===== config.mk =====
export PLATFORM = sky130hd
export DESIGN_NAME = vsft_timing
export DESIGN_NICKNAME = d
export VERILOG_FILES = /design/src/rtl/vsft_pkg.sv /design/src/rtl/vsft_timing.sv
export SDC_FILE = /design/constraint.sdc
export NUM_CORES = 1
export LEC_CHECK = 0
export ABC_AREA = 1
export ABC_CLOCK_PERIOD_IN_PS = 8000
export BUFFER_PORTS_ARGS = -buffer_cell sky130_fd_sc_hd__buf_2
export CAP_MARGIN = 20
export CORE_MARGIN = 5
export CORE_UTILIZATION = 40
export DETAILED_ROUTE_END_ITERATION = 10
export PLACE_DENSITY = 0.71
export SYNTH_ARGS = -nofsm -noshare
export SYNTH_HDL_FRONTEND = slang
export SYNTH_SLANG_ARGS = --single-unit

===== constraint.sdc =====
create_clock -name ref_clk -period 8 [get_ports ref_clk]
set_input_delay 2.4 -clock ref_clk [delete_from_list [all_inputs] [get_ports ref_clk]]
set_output_delay 2.4 -clock ref_clk [all_outputs]
set_load 0.02 [all_outputs]

===== src/rtl/vsft_pkg.sv =====
// Package for the vertical sync and field line timing block.
// Assumes an 8-bit register port with byte addresses in the user sub map.
package vsft_pkg;

    // ----------------------------------------
    // Register offsets
    // ----------------------------------------
    localparam logic [7:0] VSFT_ADDR_NTSC_VS_START  = 8'hE5;
    localparam logic [7:0] VSFT_ADDR_NTSC_VS_END    = 8'hE6;
    localparam logic [7:0] VSFT_ADDR_NTSC_FLD_TOG   = 8'hE7;
    localparam logic [7:0] VSFT_ADDR_PAL_VS_START   = 8'hE8;
    localparam logic [7:0] VSFT_ADDR_PAL_VS_END     = 8'hE9;
    localparam logic [7:0] VSFT_ADDR_PAL_FLD_TOG    = 8'hEA;
    localparam logic [7:0] VSFT_ADDR_SYNC_PIN_SEL   = 8'h6B;

    // ----------------------------------------
    // Field positions and reset values
    // ----------------------------------------
    localparam int         VSFT_CNT_MSB     = 4;
    localparam int         VSFT_SIGN_BIT    = 5;
    localparam int         VSFT_EVEN_BIT    = 6;
    localparam int         VSFT_ODD_BIT     = 7;
    localparam logic [7:0] VSFT_RST_NTSC_VS_START = 8'h05;
    localparam logic [7:0] VSFT_RST_NTSC_VS_END   = 8'h04;
    localparam logic [7:0] VSFT_RST_NTSC_FLD_TOG  = 8'h03;
    localparam logic [7:0] VSFT_RST_PAL_VS_START  = 8'h05;
    localparam logic [7:0] VSFT_RST_PAL_VS_END    = 8'h14;
    localparam logic [7:0] VSFT_RST_PAL_FLD_TOG   = 8'h03;
    localparam logic [2:0] VSFT_RST_PIN_SEL       = 3'h2;
    localparam logic [10:0] VSFT_LINE_MAX         = 11'h7FF;

    // Pin source codes
    typedef enum logic [2:0] {
        VSFT_SRC_HSYNC = 3'h0,
        VSFT_SRC_VSYNC = 3'h1,
        VSFT_SRC_FIELD = 3'h2,
        VSFT_SRC_DE    = 3'h3,
        VSFT_SRC_SFL   = 3'h4
    } vsft_src_e;

    // One timing register split into fields
    typedef struct packed {
        logic       odd_delay;
        logic       even_delay;
        logic       sign;
        logic [4:0] count;
    } vsft_timing_s;

    // Register write port
    typedef struct packed {
        logic       wr_en;
        logic [7:0] addr;
        logic [7:0] wdata;
    } vsft_wr_s;

endpackage : vsft_pkg


===== src/rtl/vsft_timing.sv =====
// Vertical sync and field line timing with NTSC and PAL register sets.
// Assumes line start and field boundary strobes come from the line-locked
// timing, synchronous to ref_clk; registers reached by an 8-bit port.
//
// What this block does
// NTSC: raise vsync the programmed start count of lines after rollover
// NTSC: lower vsync the programmed end count of lines after rollover
// NTSC: toggle field the programmed toggle count of lines after rollover
// PAL: raise vsync the programmed start count of lines after rollover
// PAL: lower vsync the programmed end count of lines after rollover
// PAL: toggle field the programmed toggle count of lines after rollover
// Software writes zero to every sign bit when programming counts
// NTSC: start-delay bit for current field adds one line to rise
// NTSC: end-delay bit for current field adds one line to fall
// NTSC: toggle-delay bit for current field adds one line to toggle
// PAL: start-delay bit for current field adds one line to rise
// PAL: end-delay bit for current field adds one line to fall
// PAL: toggle-delay bit for current field adds one line to toggle
// Reset defaults NTSC 5,4,3 and PAL 5,20,3; sign and delays zero
// Three-bit select routes hsync, vsync, field, DE or lock to pin
// Line counter rolls over each field; standard picks register set
`timescale 1ns/1ps

module vsft_timing
    import vsft_pkg::*;
(
    // Clock and reset
    input  wire logic        ref_clk,
    input  wire logic        sys_rst,
    // Register port
    input  wire vsft_wr_s    reg_wr,
    input  wire logic [7:0]  reg_rd_addr,
    output logic      [7:0]  reg_rd_data,
    // Video timing inputs
    input  wire logic        line_start,
    input  wire logic        field_start,
    input  wire logic        pal_mode,
    input  wire logic        hsync_in,
    input  wire logic        data_enable_in,
    input  wire logic        subcarrier_lock_indicator,
    // Sync outputs
    output logic             vsync_out,
    output logic             field_out,
    output logic             sync_pin_out,
    output logic      [10:0] field_line_counter
);

    // ----------------------------------------
    // Helper functions
    // ----------------------------------------
    // True when this cycle writes the given address
    function automatic logic vsft_wr_hit(
        input vsft_wr_s   wr,
        input logic [7:0] addr
    );
        vsft_wr_hit = wr.wr_en && (wr.addr == addr);
    endfunction : vsft_wr_hit

    // Field view of the active standard's register
    function automatic vsft_timing_s vsft_pick(
        input logic         pal,
        input vsft_timing_s ntsc_val,
        input vsft_timing_s pal_val
    );
        vsft_pick = pal ? pal_val : ntsc_val;
    endfunction : vsft_pick

    // Target line: count plus one when this field's delay bit is set
    function automatic logic [10:0] vsft_target(
        input vsft_timing_s t,
        input logic         odd
    );
        logic dly;
        dly         = odd ? t.odd_delay : t.even_delay;
        vsft_target = {6'h00, t.count} + {10'h000, dly};
    endfunction : vsft_target

    // Next line matches target; extra bit keeps a saturated count off zero
    function automatic logic vsft_line_hit(
        input logic [10:0] cnt,
        input logic [10:0] tgt
    );
        logic [11:0] next_line;
        next_line     = {1'b0, cnt} + 12'h001;
        vsft_line_hit = (next_line == {1'b0, tgt});
    endfunction : vsft_line_hit

    // ----------------------------------------
    // Write strobes
    // ----------------------------------------
    // One strobe per mapped register
    logic wr_ntsc_vs_start;
    logic wr_ntsc_vs_end;
    logic wr_ntsc_fld_tog;
    logic wr_pal_vs_start;
    logic wr_pal_vs_end;
    logic wr_pal_fld_tog;
    logic wr_pin_sel;

    assign wr_ntsc_vs_start = vsft_wr_hit(reg_wr, VSFT_ADDR_NTSC_VS_START);
    assign wr_ntsc_vs_end   = vsft_wr_hit(reg_wr, VSFT_ADDR_NTSC_VS_END);
    assign wr_ntsc_fld_tog  = vsft_wr_hit(reg_wr, VSFT_ADDR_NTSC_FLD_TOG);
    assign wr_pal_vs_start  = vsft_wr_hit(reg_wr, VSFT_ADDR_PAL_VS_START);
    assign wr_pal_vs_end    = vsft_wr_hit(reg_wr, VSFT_ADDR_PAL_VS_END);
    assign wr_pal_fld_tog   = vsft_wr_hit(reg_wr, VSFT_ADDR_PAL_FLD_TOG);
    assign wr_pin_sel       = vsft_wr_hit(reg_wr, VSFT_ADDR_SYNC_PIN_SEL);

    // ----------------------------------------
    // Register file
    // ----------------------------------------
    logic [7:0] ntsc_vs_start_r;
    logic [7:0] ntsc_vs_end_r;
    logic [7:0] ntsc_fld_tog_r;
    logic [7:0] pal_vs_start_r;
    logic [7:0] pal_vs_end_r;
    logic [7:0] pal_fld_tog_r;
    logic [2:0] sync_pin_source_select_r;

    // Sign bits kept as written, never acted on
    always_ff @(posedge ref_clk or posedge sys_rst) begin
        if (sys_rst) begin
            ntsc_vs_start_r <= VSFT_RST_NTSC_VS_START;
        end else if (wr_ntsc_vs_start) begin
            ntsc_vs_start_r <= reg_wr.wdata;
        end
    end

    always_ff @(posedge ref_clk or posedge sys_rst) begin
        if (sys_rst) begin
            ntsc_vs_end_r <= VSFT_RST_NTSC_VS_END;
        end else if (wr_ntsc_vs_end) begin
            ntsc_vs_end_r <= reg_wr.wdata;
        end
    end

    always_ff @(posedge ref_clk or posedge sys_rst) begin
        if (sys_rst) begin
            ntsc_fld_tog_r <= VSFT_RST_NTSC_FLD_TOG;
        end else if (wr_ntsc_fld_tog) begin
            ntsc_fld_tog_r <= reg_wr.wdata;
        end
    end

    always_ff @(posedge ref_clk or posedge sys_rst) begin
        if (sys_rst) begin
            pal_vs_start_r <= VSFT_RST_PAL_VS_START;
        end else if (wr_pal_vs_start) begin
            pal_vs_start_r <= reg_wr.wdata;
        end
    end

    always_ff @(posedge ref_clk or posedge sys_rst) begin
        if (sys_rst) begin
            pal_vs_end_r <= VSFT_RST_PAL_VS_END;
        end else if (wr_pal_vs_end) begin
            pal_vs_end_r <= reg_wr.wdata;
        end
    end

    always_ff @(posedge ref_clk or posedge sys_rst) begin
        if (sys_rst) begin
            pal_fld_tog_r <= VSFT_RST_PAL_FLD_TOG;
        end else if (wr_pal_fld_tog) begin
            pal_fld_tog_r <= reg_wr.wdata;
        end
    end

    always_ff @(posedge ref_clk or posedge sys_rst) begin
        if (sys_rst) begin
            sync_pin_source_select_r <= VSFT_RST_PIN_SEL;
        end else if (wr_pin_sel) begin
            sync_pin_source_select_r <= reg_wr.wdata[2:0];
        end
    end

    // ----------------------------------------
    // Register read-back
    // ----------------------------------------
    logic [7:0] rd_data_nxt;
    logic [7:0] rd_data_r;

    // Unmapped addresses and reserved select bits read zero
    always_comb begin
        case (reg_rd_addr)
            VSFT_ADDR_NTSC_VS_START: rd_data_nxt = ntsc_vs_start_r;
            VSFT_ADDR_NTSC_VS_END:   rd_data_nxt = ntsc_vs_end_r;
            VSFT_ADDR_NTSC_FLD_TOG:  rd_data_nxt = ntsc_fld_tog_r;
            VSFT_ADDR_PAL_VS_START:  rd_data_nxt = pal_vs_start_r;
            VSFT_ADDR_PAL_VS_END:    rd_data_nxt = pal_vs_end_r;
            VSFT_ADDR_PAL_FLD_TOG:   rd_data_nxt = pal_fld_tog_r;
            VSFT_ADDR_SYNC_PIN_SEL:  rd_data_nxt = {5'h00, sync_pin_source_select_r};
            default:                 rd_data_nxt = 8'h00;
        endcase
    end

    // Read data one clock after the address
    always_ff @(posedge ref_clk or posedge sys_rst) begin
        if (sys_rst) begin
            rd_data_r <= 8'h00;
        end else begin
            rd_data_r <= rd_data_nxt;
        end
    end

    assign reg_rd_data = rd_data_r;

    // ----------------------------------------
    // Field views and standard selection
    // ----------------------------------------
    vsft_timing_s ntsc_rise_v;
    vsft_timing_s ntsc_fall_v;
    vsft_timing_s ntsc_tog_v;
    vsft_timing_s pal_rise_v;
    vsft_timing_s pal_fall_v;
    vsft_timing_s pal_tog_v;
    vsft_timing_s vs_start_sel;
    vsft_timing_s vs_end_sel;
    vsft_timing_s fld_tog_sel;

    assign ntsc_rise_v = vsft_timing_s'(ntsc_vs_start_r);
    assign ntsc_fall_v = vsft_timing_s'(ntsc_vs_end_r);
    assign ntsc_tog_v  = vsft_timing_s'(ntsc_fld_tog_r);
    assign pal_rise_v  = vsft_timing_s'(pal_vs_start_r);
    assign pal_fall_v  = vsft_timing_s'(pal_vs_end_r);
    assign pal_tog_v   = vsft_timing_s'(pal_fld_tog_r);

    // Standard picks the register set
    assign vs_start_sel = vsft_pick(pal_mode, ntsc_rise_v, pal_rise_v);
    assign vs_end_sel   = vsft_pick(pal_mode, ntsc_fall_v, pal_fall_v);
    assign fld_tog_sel  = vsft_pick(pal_mode, ntsc_tog_v, pal_tog_v);

    // ----------------------------------------
    // Line counter
    // ----------------------------------------
    logic [10:0] line_cnt_r;
    logic        line_cnt_sat;
    logic        odd_field_r;

    assign line_cnt_sat = (line_cnt_r == VSFT_LINE_MAX);

    // Field boundary zeroes the count; saturate on missing boundary
    always_ff @(posedge ref_clk or posedge sys_rst) begin
        if (sys_rst) begin
            line_cnt_r <= 11'h000;
        end else if (field_start) begin
            line_cnt_r <= 11'h000;
        end else if (line_start && !line_cnt_sat) begin
            line_cnt_r <= line_cnt_r + 11'h001;
        end
    end

    // Field parity from the field output, held at field boundary
    always_ff @(posedge ref_clk or posedge sys_rst) begin
        if (sys_rst) begin
            odd_field_r <= 1'b0;
        end else if (field_start) begin
            odd_field_r <= field_r;
        end
    end

    assign field_line_counter = line_cnt_r;

    // ----------------------------------------
    // Line event decode
    // ----------------------------------------
    logic [10:0] rise_line;
    logic [10:0] fall_line;
    logic [10:0] tog_line;

    logic        line_edge;
    logic        rise_hit;
    logic        fall_hit;
    logic        tog_hit;

    assign rise_line = vsft_target(vs_start_sel, odd_field_r);
    assign fall_line = vsft_target(vs_end_sel, odd_field_r);
    assign tog_line  = vsft_target(fld_tog_sel, odd_field_r);
    // Events act on the first clock of a line; the boundary line has none
    assign line_edge = line_start && !field_start;
    assign rise_hit  = line_edge && vsft_line_hit(line_cnt_r, rise_line);
    assign fall_hit  = line_edge && vsft_line_hit(line_cnt_r, fall_line);
    assign tog_hit   = line_edge && vsft_line_hit(line_cnt_r, tog_line);

    // ----------------------------------------
    // Sync and field generation
    // ----------------------------------------
    logic vsync_r;
    logic field_r;

    // Rise wins if both match the same line
    always_ff @(posedge ref_clk or posedge sys_rst) begin
        if (sys_rst) begin
            vsync_r <= 1'b0;
        end else if (rise_hit) begin
            vsync_r <= 1'b1;
        end else if (fall_hit) begin
            vsync_r <= 1'b0;
        end
    end

    // Toggle on the programmed line
    always_ff @(posedge ref_clk or posedge sys_rst) begin
        if (sys_rst) begin
            field_r <= 1'b0;
        end else if (tog_hit) begin
            field_r <= ~field_r;
        end
    end

    assign vsync_out = vsync_r;
    assign field_out = field_r;

    // ----------------------------------------
    // Output pin source select
    // ----------------------------------------
    vsft_src_e pin_src;
    logic      pin_nxt;
    logic      pin_r;

    assign pin_src = vsft_src_e'(sync_pin_source_select_r);

    // Codes above four drive the pin low
    always_comb begin
        case (pin_src)
            VSFT_SRC_HSYNC: pin_nxt = hsync_in;
            VSFT_SRC_VSYNC: pin_nxt = vsync_r;
            VSFT_SRC_FIELD: pin_nxt = field_r;
            VSFT_SRC_DE:    pin_nxt = data_enable_in;
            VSFT_SRC_SFL:   pin_nxt = subcarrier_lock_indicator;
            default:        pin_nxt = 1'b0;
        endcase
    end

    // One clock behind the chosen source
    always_ff @(posedge ref_clk or posedge sys_rst) begin
        if (sys_rst) begin
            pin_r <= 1'b0;
        end else begin
            pin_r <= pin_nxt;
        end
    end

    assign sync_pin_out = pin_r;

endmodule : vsft_timing


## After elaboration in Yosys (flattened, before gate mapping)

Index checks and enable logic that the tools add are counted.

| storage, ports and cells | value |
|---|---|
| register bits after elaboration | 74 |
| bits of input ports | 33 |
| word-level logic and storage cells | 70 |
| output and inout bits | 22 |

| cells by class | value |
|---|---|
| equality and inequality tests | 22 |
| add/sub/neg operators | 5 |
| bitwise gates (word level) | 1 |
| mux-type cells | 12 |
| reductions and logical operators | 17 |

Operators by type and width:

| cell | count |
|---|---|
| equality test 8 bit, second input constant | 12 |
| one-hot mux 8 bit (7 select lines) | 1 |
| equality test 12 x 6 -> 1 bit | 3 |
| 2-to-1 mux 8 bit | 3 |
| 2-to-1 mux 11 bit | 2 |
| adder 5 x 1 -> 6 bit | 3 |
| equality test 8 x 7 -> 1 bit, second input constant | 2 |
| adder 11 x 1 -> 12 bit, second input constant | 1 |
| logical AND 1 bit | 12 |
| adder 11 x 1 -> 11 bit, second input constant | 1 |
| equality test 11 bit, second input constant | 1 |
| equality test 3 x 2 -> 1 bit, second input constant | 2 |
| 2-to-1 mux 1 bit | 5 |
| one-hot mux 1 bit (5 select lines) | 1 |
| nonzero test 2 bit | 2 |
| equality test 3 x 1 -> 1 bit, second input constant | 1 |
| equality test 3 bit, second input constant | 1 |
| zero test 3 bit | 1 |
| zero test 1 bit | 2 |
| inverter 1 bit | 1 |

## Logic depth before layout (Yosys ltp)

| depth | value |
|---|---|
| depth in word-level cells | 7 |
| mapped depth | 18 |
| depth with buffers taken out | 17 |

## Least setup slack after synthesis

Ideal clock, no wire load.

| timing | value |
|---|---|
| path kind | input to register |
| start | in pal_mode |
| end | reg field_r, in the netlist field_out |
| arrival time | 4.157 ns |
| required time | 7.887 ns |
| slack | 3.730 ns |
| stages | 16 |
| library setup time | 0.113 ns |
| buffers on the path | 2 |
| cell sequence | buf_2 > clkbuf_1 > nor2_1 > o22ai_1 > ha_1 > ha_1 > nand2_1 > nand3_1 > nor2_1 > nand2_1 > nor2_1 > nand2_1 > nor2_1 > nand3_1 > nand2_1 > inv_1 |

| between the ends | value |
|---|---|
| cells in the longest elaborated chain, start to end | 5 |

RTL lines:

| element | line | text |
|---|---|---|
| start, declared | vsft_timing.sv:37 | `input wire logic pal_mode,` |
| 2-to-1 mux 8 bit (*) | vsft_timing.sv:65 | `vsft_pick = pal ? pal_val : ntsc_val;` |
| 2-to-1 mux 1 bit | vsft_timing.sv:74 | `dly = odd ? t.odd_delay : t.even_delay;` |
| adder 5 x 1 -> 6 bit (*) | vsft_timing.sv:75 | `vsft_target = {6'h00, t.count} + {10'h000, dly};` |
| equality test 12 x 6 -> 1 bit (*) | vsft_timing.sv:85 | `vsft_line_hit = (next_line == {1'b0, tgt});` |
| logical AND 1 bit (*) | vsft_timing.sv:282 | `assign tog_hit = line_edge && vsft_line_hit(line_cnt_r, tog_line);` |
| end signal, assigned | vsft_timing.sv:306 | `field_r <= ~field_r;` |
| end, declared | vsft_timing.sv:288 | `logic field_r;` |

Mark *: on every way between the ends. The rest lies on a longest branch, timed or not.
A chain may end at the register's enable or synchronous reset.

## Worst setup path after layout

Ends and elaborated chain as after synthesis.

==> results.txt <==
The flow ran to the end, and the final reports show no timing, DRC or antenna violations. The post-detailed-route count of antenna-violating nets is 0. The internal cell power is 0.5909 mW. The number of antenna violations at the first check in global routing came to 0. The required time of the critical path is 8.26 ns. The setup TNS is 0 ns.

The signal on the critical path passes through buf_2, inv_2, o21ai_0, o22ai_1, ha_1, ha_1, inv_1, nand2_1, nand3_1, nor2_1, nand2_1, nor2_1, nand2_1, nor2_1, nand3_1, nand2_1, inv_1. The leakage power figure is 2.468 nW. The final number of hold-violating endpoints is 0.

Data arrives at the worst endpoint at between 4 and 5 ns. The floorplan has 38 rows. The met2 track demand over resource came out at 0.3115. The xor and xnor fraction of the mapped netlist area is 0.01009.

In the routed design, unresolved DRC markers number 0. The post-synthesis instance total is 630. The maximum frequency from static timing analysis is around 220 MHz. The synthesized-area fraction occupied by ao, oa, aoi and oai cells is 0.1309. Headroom to the max-slew limit came out at 0.3828.

Of the total synthesized cell area, the portion taken by AND, OR, NAND and NOR gates is 0.3286. The worst setup path is launched from an input port. The largest net degree at the start of global routing is 75. The routed design could run at a clock period as short as ~4.5 ns. The worst hold path belongs to the class reg2reg. The largest individual stage delay along the critical path comes from the cell buf_2.

For this run, the total global-route usage over all layers was measured as 0.1912. The wire length reported by the detailed router is approximately 12 mm. Input and output buffers added on the ports amount to 54. The combinational cell fraction of total power came out at 0.139. The number of clock sinks is 74. Along the worst path, the maximum fanout reaches 33. The top cell types in the final layout, fill and taps aside, are 221 x nand2_1, 83 x o21ai_0, 77 x inv_1. The initial core utilization is 0.4039. The worst ir drop on vdd is approximately 0.077 mV. The mapped cell area is approximately 4300 um^2. The iteration count of the initial detailed-routing pass came out at 5. The final routed wire length divided by cell count is approximately 15 um. Of the total synthesized cell area, the portion taken by full adders, half adders and majority gates is 0.02018. The number of nets in the synthesized netlist is 670.

The placeable core area is about 11000 um^2. The sequential-to-total area share from yosys stat is 0.4301. The number of maximum-capacitance constraint violations is 0. Setup repair after global routing left no endpoint under its margin. Post-CTS repair changed the size of 0 cells. The master cell of the clock root buffer is clkbuf_8.

The largest clock skew in the final design is between 0.006 and 0.007 ns. The via count of the first global-routing pass came out at about 4200. Using the TritonRoute via totals, the vias-per-cell ratio works out to roughly 5.2. By area, the combinational part of the netlist is dominated by simple AND/OR/NAND/NOR gates.

The first global-routing pass estimated 19.97 mm of wire. Of the total power, the share spent switching nets is 0.2944. The number of nets in the layout is slightly above 700. The horizontal die dimension came out at roughly 110 um. The routability congestion estimate is around 0.91. The number of placed cells counting well taps is 814.

The H-tree depth is 3. Dividing the synthesized area by the synthesized cell count gives 6.890 um^2. The proportion of power drawn by the clock network came out at 0.359.

The worst setup path is captured at a flop. The residual overflow from global routing is 0. The number of non-filler instances in the completed layout came out at between 800 and 900. The number of clock buffers added by TritonCTS is 9. The die footprint is about 13000 um^2. The die height is approximately 110 um. The critical path class is in2reg. The source-to-sink clock delay at the later pin of the worst-skew pair came out at 0.36 ns. The commonest non-fill, non-tap cell in the layout is nand2_1. In this run the power density over the cells is roughly 170 nW/um^2. The met1 layer usage reported by global route came out at 0.2513. The distinct cell type count of the synthesized netlist is 27. The clock transition at the register clock pins on the worst setup and hold paths after CTS is ~0.08 ns. The share of total power dissipated in sequential elements is 0.502.

The proportion of layout cells with a drive suffix above 1 is 0.1290. The count of pins over their slew limit was 0. The post-route fraction of the period consumed by the critical path came out at 0.5617. The reported net switching power came out at roughly 0.25 mW. Synthesis inferred 74 register bits.

The number of hold buffers added after CTS came out at 0. The synthesis-to-finish area growth came out at 13.95%. The maximum single-stage delay on the critical path came out at about 0.42 ns.

The CTS tree is built. The final-layout worst hold slack is around 0.50 ns. The pre-CTS worst setup slack came out at around 3.2 ns. The count of boundary I/O pins is 55. Counting stages on the worst path, the most repeated cell is nand2_1. The post-CTS setup buffer count came out at 0. The clock tree buffer depth is 2.

Across all setup checks in the final design, the least slack found is ~3.5 ns. Setup violations remaining at the end of the flow were counted as 0. met2 is the most crowded layer. The number of design-rule violations left by the first detailed-router iteration came out at approximately 310. The number of warnings printed during yosys synthesis is 0.

The multiplexer share of the synthesized area is 0. The final HPWL from detailed placement is 9.113 mm. The antenna diode instance count came out at 0. Summing over every cut layer, the via total after detailed routing is ~4300. The slew of the pin with the lowest slew margin is between 0.9 and 1 ns.

In the global route stage, met3 resource usage came out at 0.02854.
## power groups by stage
| stage | logic [mW] | registers, mW | clock network [mW] |
|---|---|---|---|
| 2_1_floorplan | 0.0721 | 0.426 | 0 |
| 3_3_place_gp | 0.112 | 0.426 | 0 |
| 3_5_place_dp | 0.116 | 0.426 | 0 |
| 4_1_cts | 0.117 | 0.420 | 0.309 |
| 5_1_grt | 0.133 | 0.423 | 0.325 |
| 6_report | 0.116 | 0.420 | 0.301 |
## worst paths after layout
kind	from	cells past startpoint	endpoint	slack [ns]
worst min register to register	pal_fall_v[5]$_DFFE_PP0P_	2	pal_fall_v[5]$_DFFE_PP0P_	0.50
min in group asynchronous	sys_rst	3	field_line_counter[9]$_DFFE_PP0P_	2.31
worst max-delay path	pal_mode	17	field_out$_DFFE_PP0P_	3.51
max in group asynchronous	sys_rst	3	pal_rise_v[1]$_DFFE_PP0P_	5.08
worst max register to register	ntsc_fld_tog_r[0]$_DFFE_PP1P_	14	field_out$_DFFE_PP0P_	5.69
worst min-delay path	pal_fall_v[5]$_DFFE_PP0P_	2	pal_fall_v[5]$_DFFE_PP0P_	0.50
## logic make-up (layout without fill, tap and decap cells)
group                    after synthesis  after routing
buffers and inverters                 90            150
flip-flops                            74             74
AND/OR/NAND/NOR                      345            345
AO/OA/AOI/OAI                        109            109
adder cells (fa/ha/maj)                7              7
XOR/XNOR                               5              5
## state kept, by name (all words and copies together) (netlist names)
| register | cells |
|---|---|
| field_out | 1 |
| odd_field_r | 1 |
| reg_rd_data | 8 |
| pal_fall_v | 8 |
| pin_src | 3 |
| field_line_counter | 11 |
| ntsc_fld_tog_r | 8 |
| ntsc_rise_v | 8 |
| ntsc_fall_v | 8 |
| vsync_out | 1 |
| pal_rise_v | 8 |
| pal_fld_tog_r | 8 |
| sync_pin_out | 1 |
## layer usage
| metal | wire length (um) | vias to the layer above |
|---|---|---|
| li1 | - | 2153 |
| met1 | 5457 | 2008 |
| met2 | 5693 | 155 |
| met3 | 651 | 28 |
| met4 | 292 | 0 |
| met5 | 0 | - |
## stage by stage
stage / area (um^2) / power [mW] / utilization
4_1_cts: 4946 / 0.8451 / 0.4603
5_1_grt: 4946 / 0.8803 / 0.4603
6_report: 4946 / 0.8374 / 0.4603
2_1_floorplan: 4340 / 0.4976 / -
3_5_place_dp: 4742 / 0.5423 / 0.4413
3_3_place_gp: 4742 / 0.5380 / 0.4413
## critical path, delay by kind of cell
| family | cells | cell delay [ns] |
|---|---|---|
| AO/OA/AOI/OAI | 2 | 0.29 |
| adder cells (fa/ha/maj) | 2 | 0.58 |
| buffers and inverters | 4 | 0.74 |
| AND/OR/NAND/NOR | 9 | 0.73 |
## layout make-up
type / instances / area (um^2)
fill: 1132 / 5799
multi-input combinational: 466 / 2126
sequential: 74 / 1867
inverter: 79 / 296.5
timing repair buffer: 55 / 277.8
tap: 140 / 175.2
clock buffer: 11 / 141.4
clock inverter: 5 / 62.56
## Yosys cell counts
library cell	instances	area, um^2
o211ai_1	1	7.510
clkbuf_1	7	26.28
nor2_1	47	176.4
inv_1	78	292.8
a21oi_1	10	50.05
dfrtp_1	62	1551
buf_4	2	15.01
ha_1	7	87.58
or2_2	1	6.260
nor3b_1	1	7.510
inv_2	1	3.750
xnor2_1	2	17.52
o21ai_1	1	5.000
nor2_2	3	18.77
o22ai_1	12	75.07
o21ai_0	83	415.4
nand4_1	13	81.33
buf_2	2	10.01
nor3_2	1	10.01
nor3_1	6	30.03
or2_1	1	6.260
nand3_1	49	245.2
nand2_1	221	829.6
dfstp_2	12	315.3
a211oi_1	2	15.01
xor2_1	3	26.28
nand3b_1	2	15.01
No activity file was read; power rests on OpenSTA's default activity.
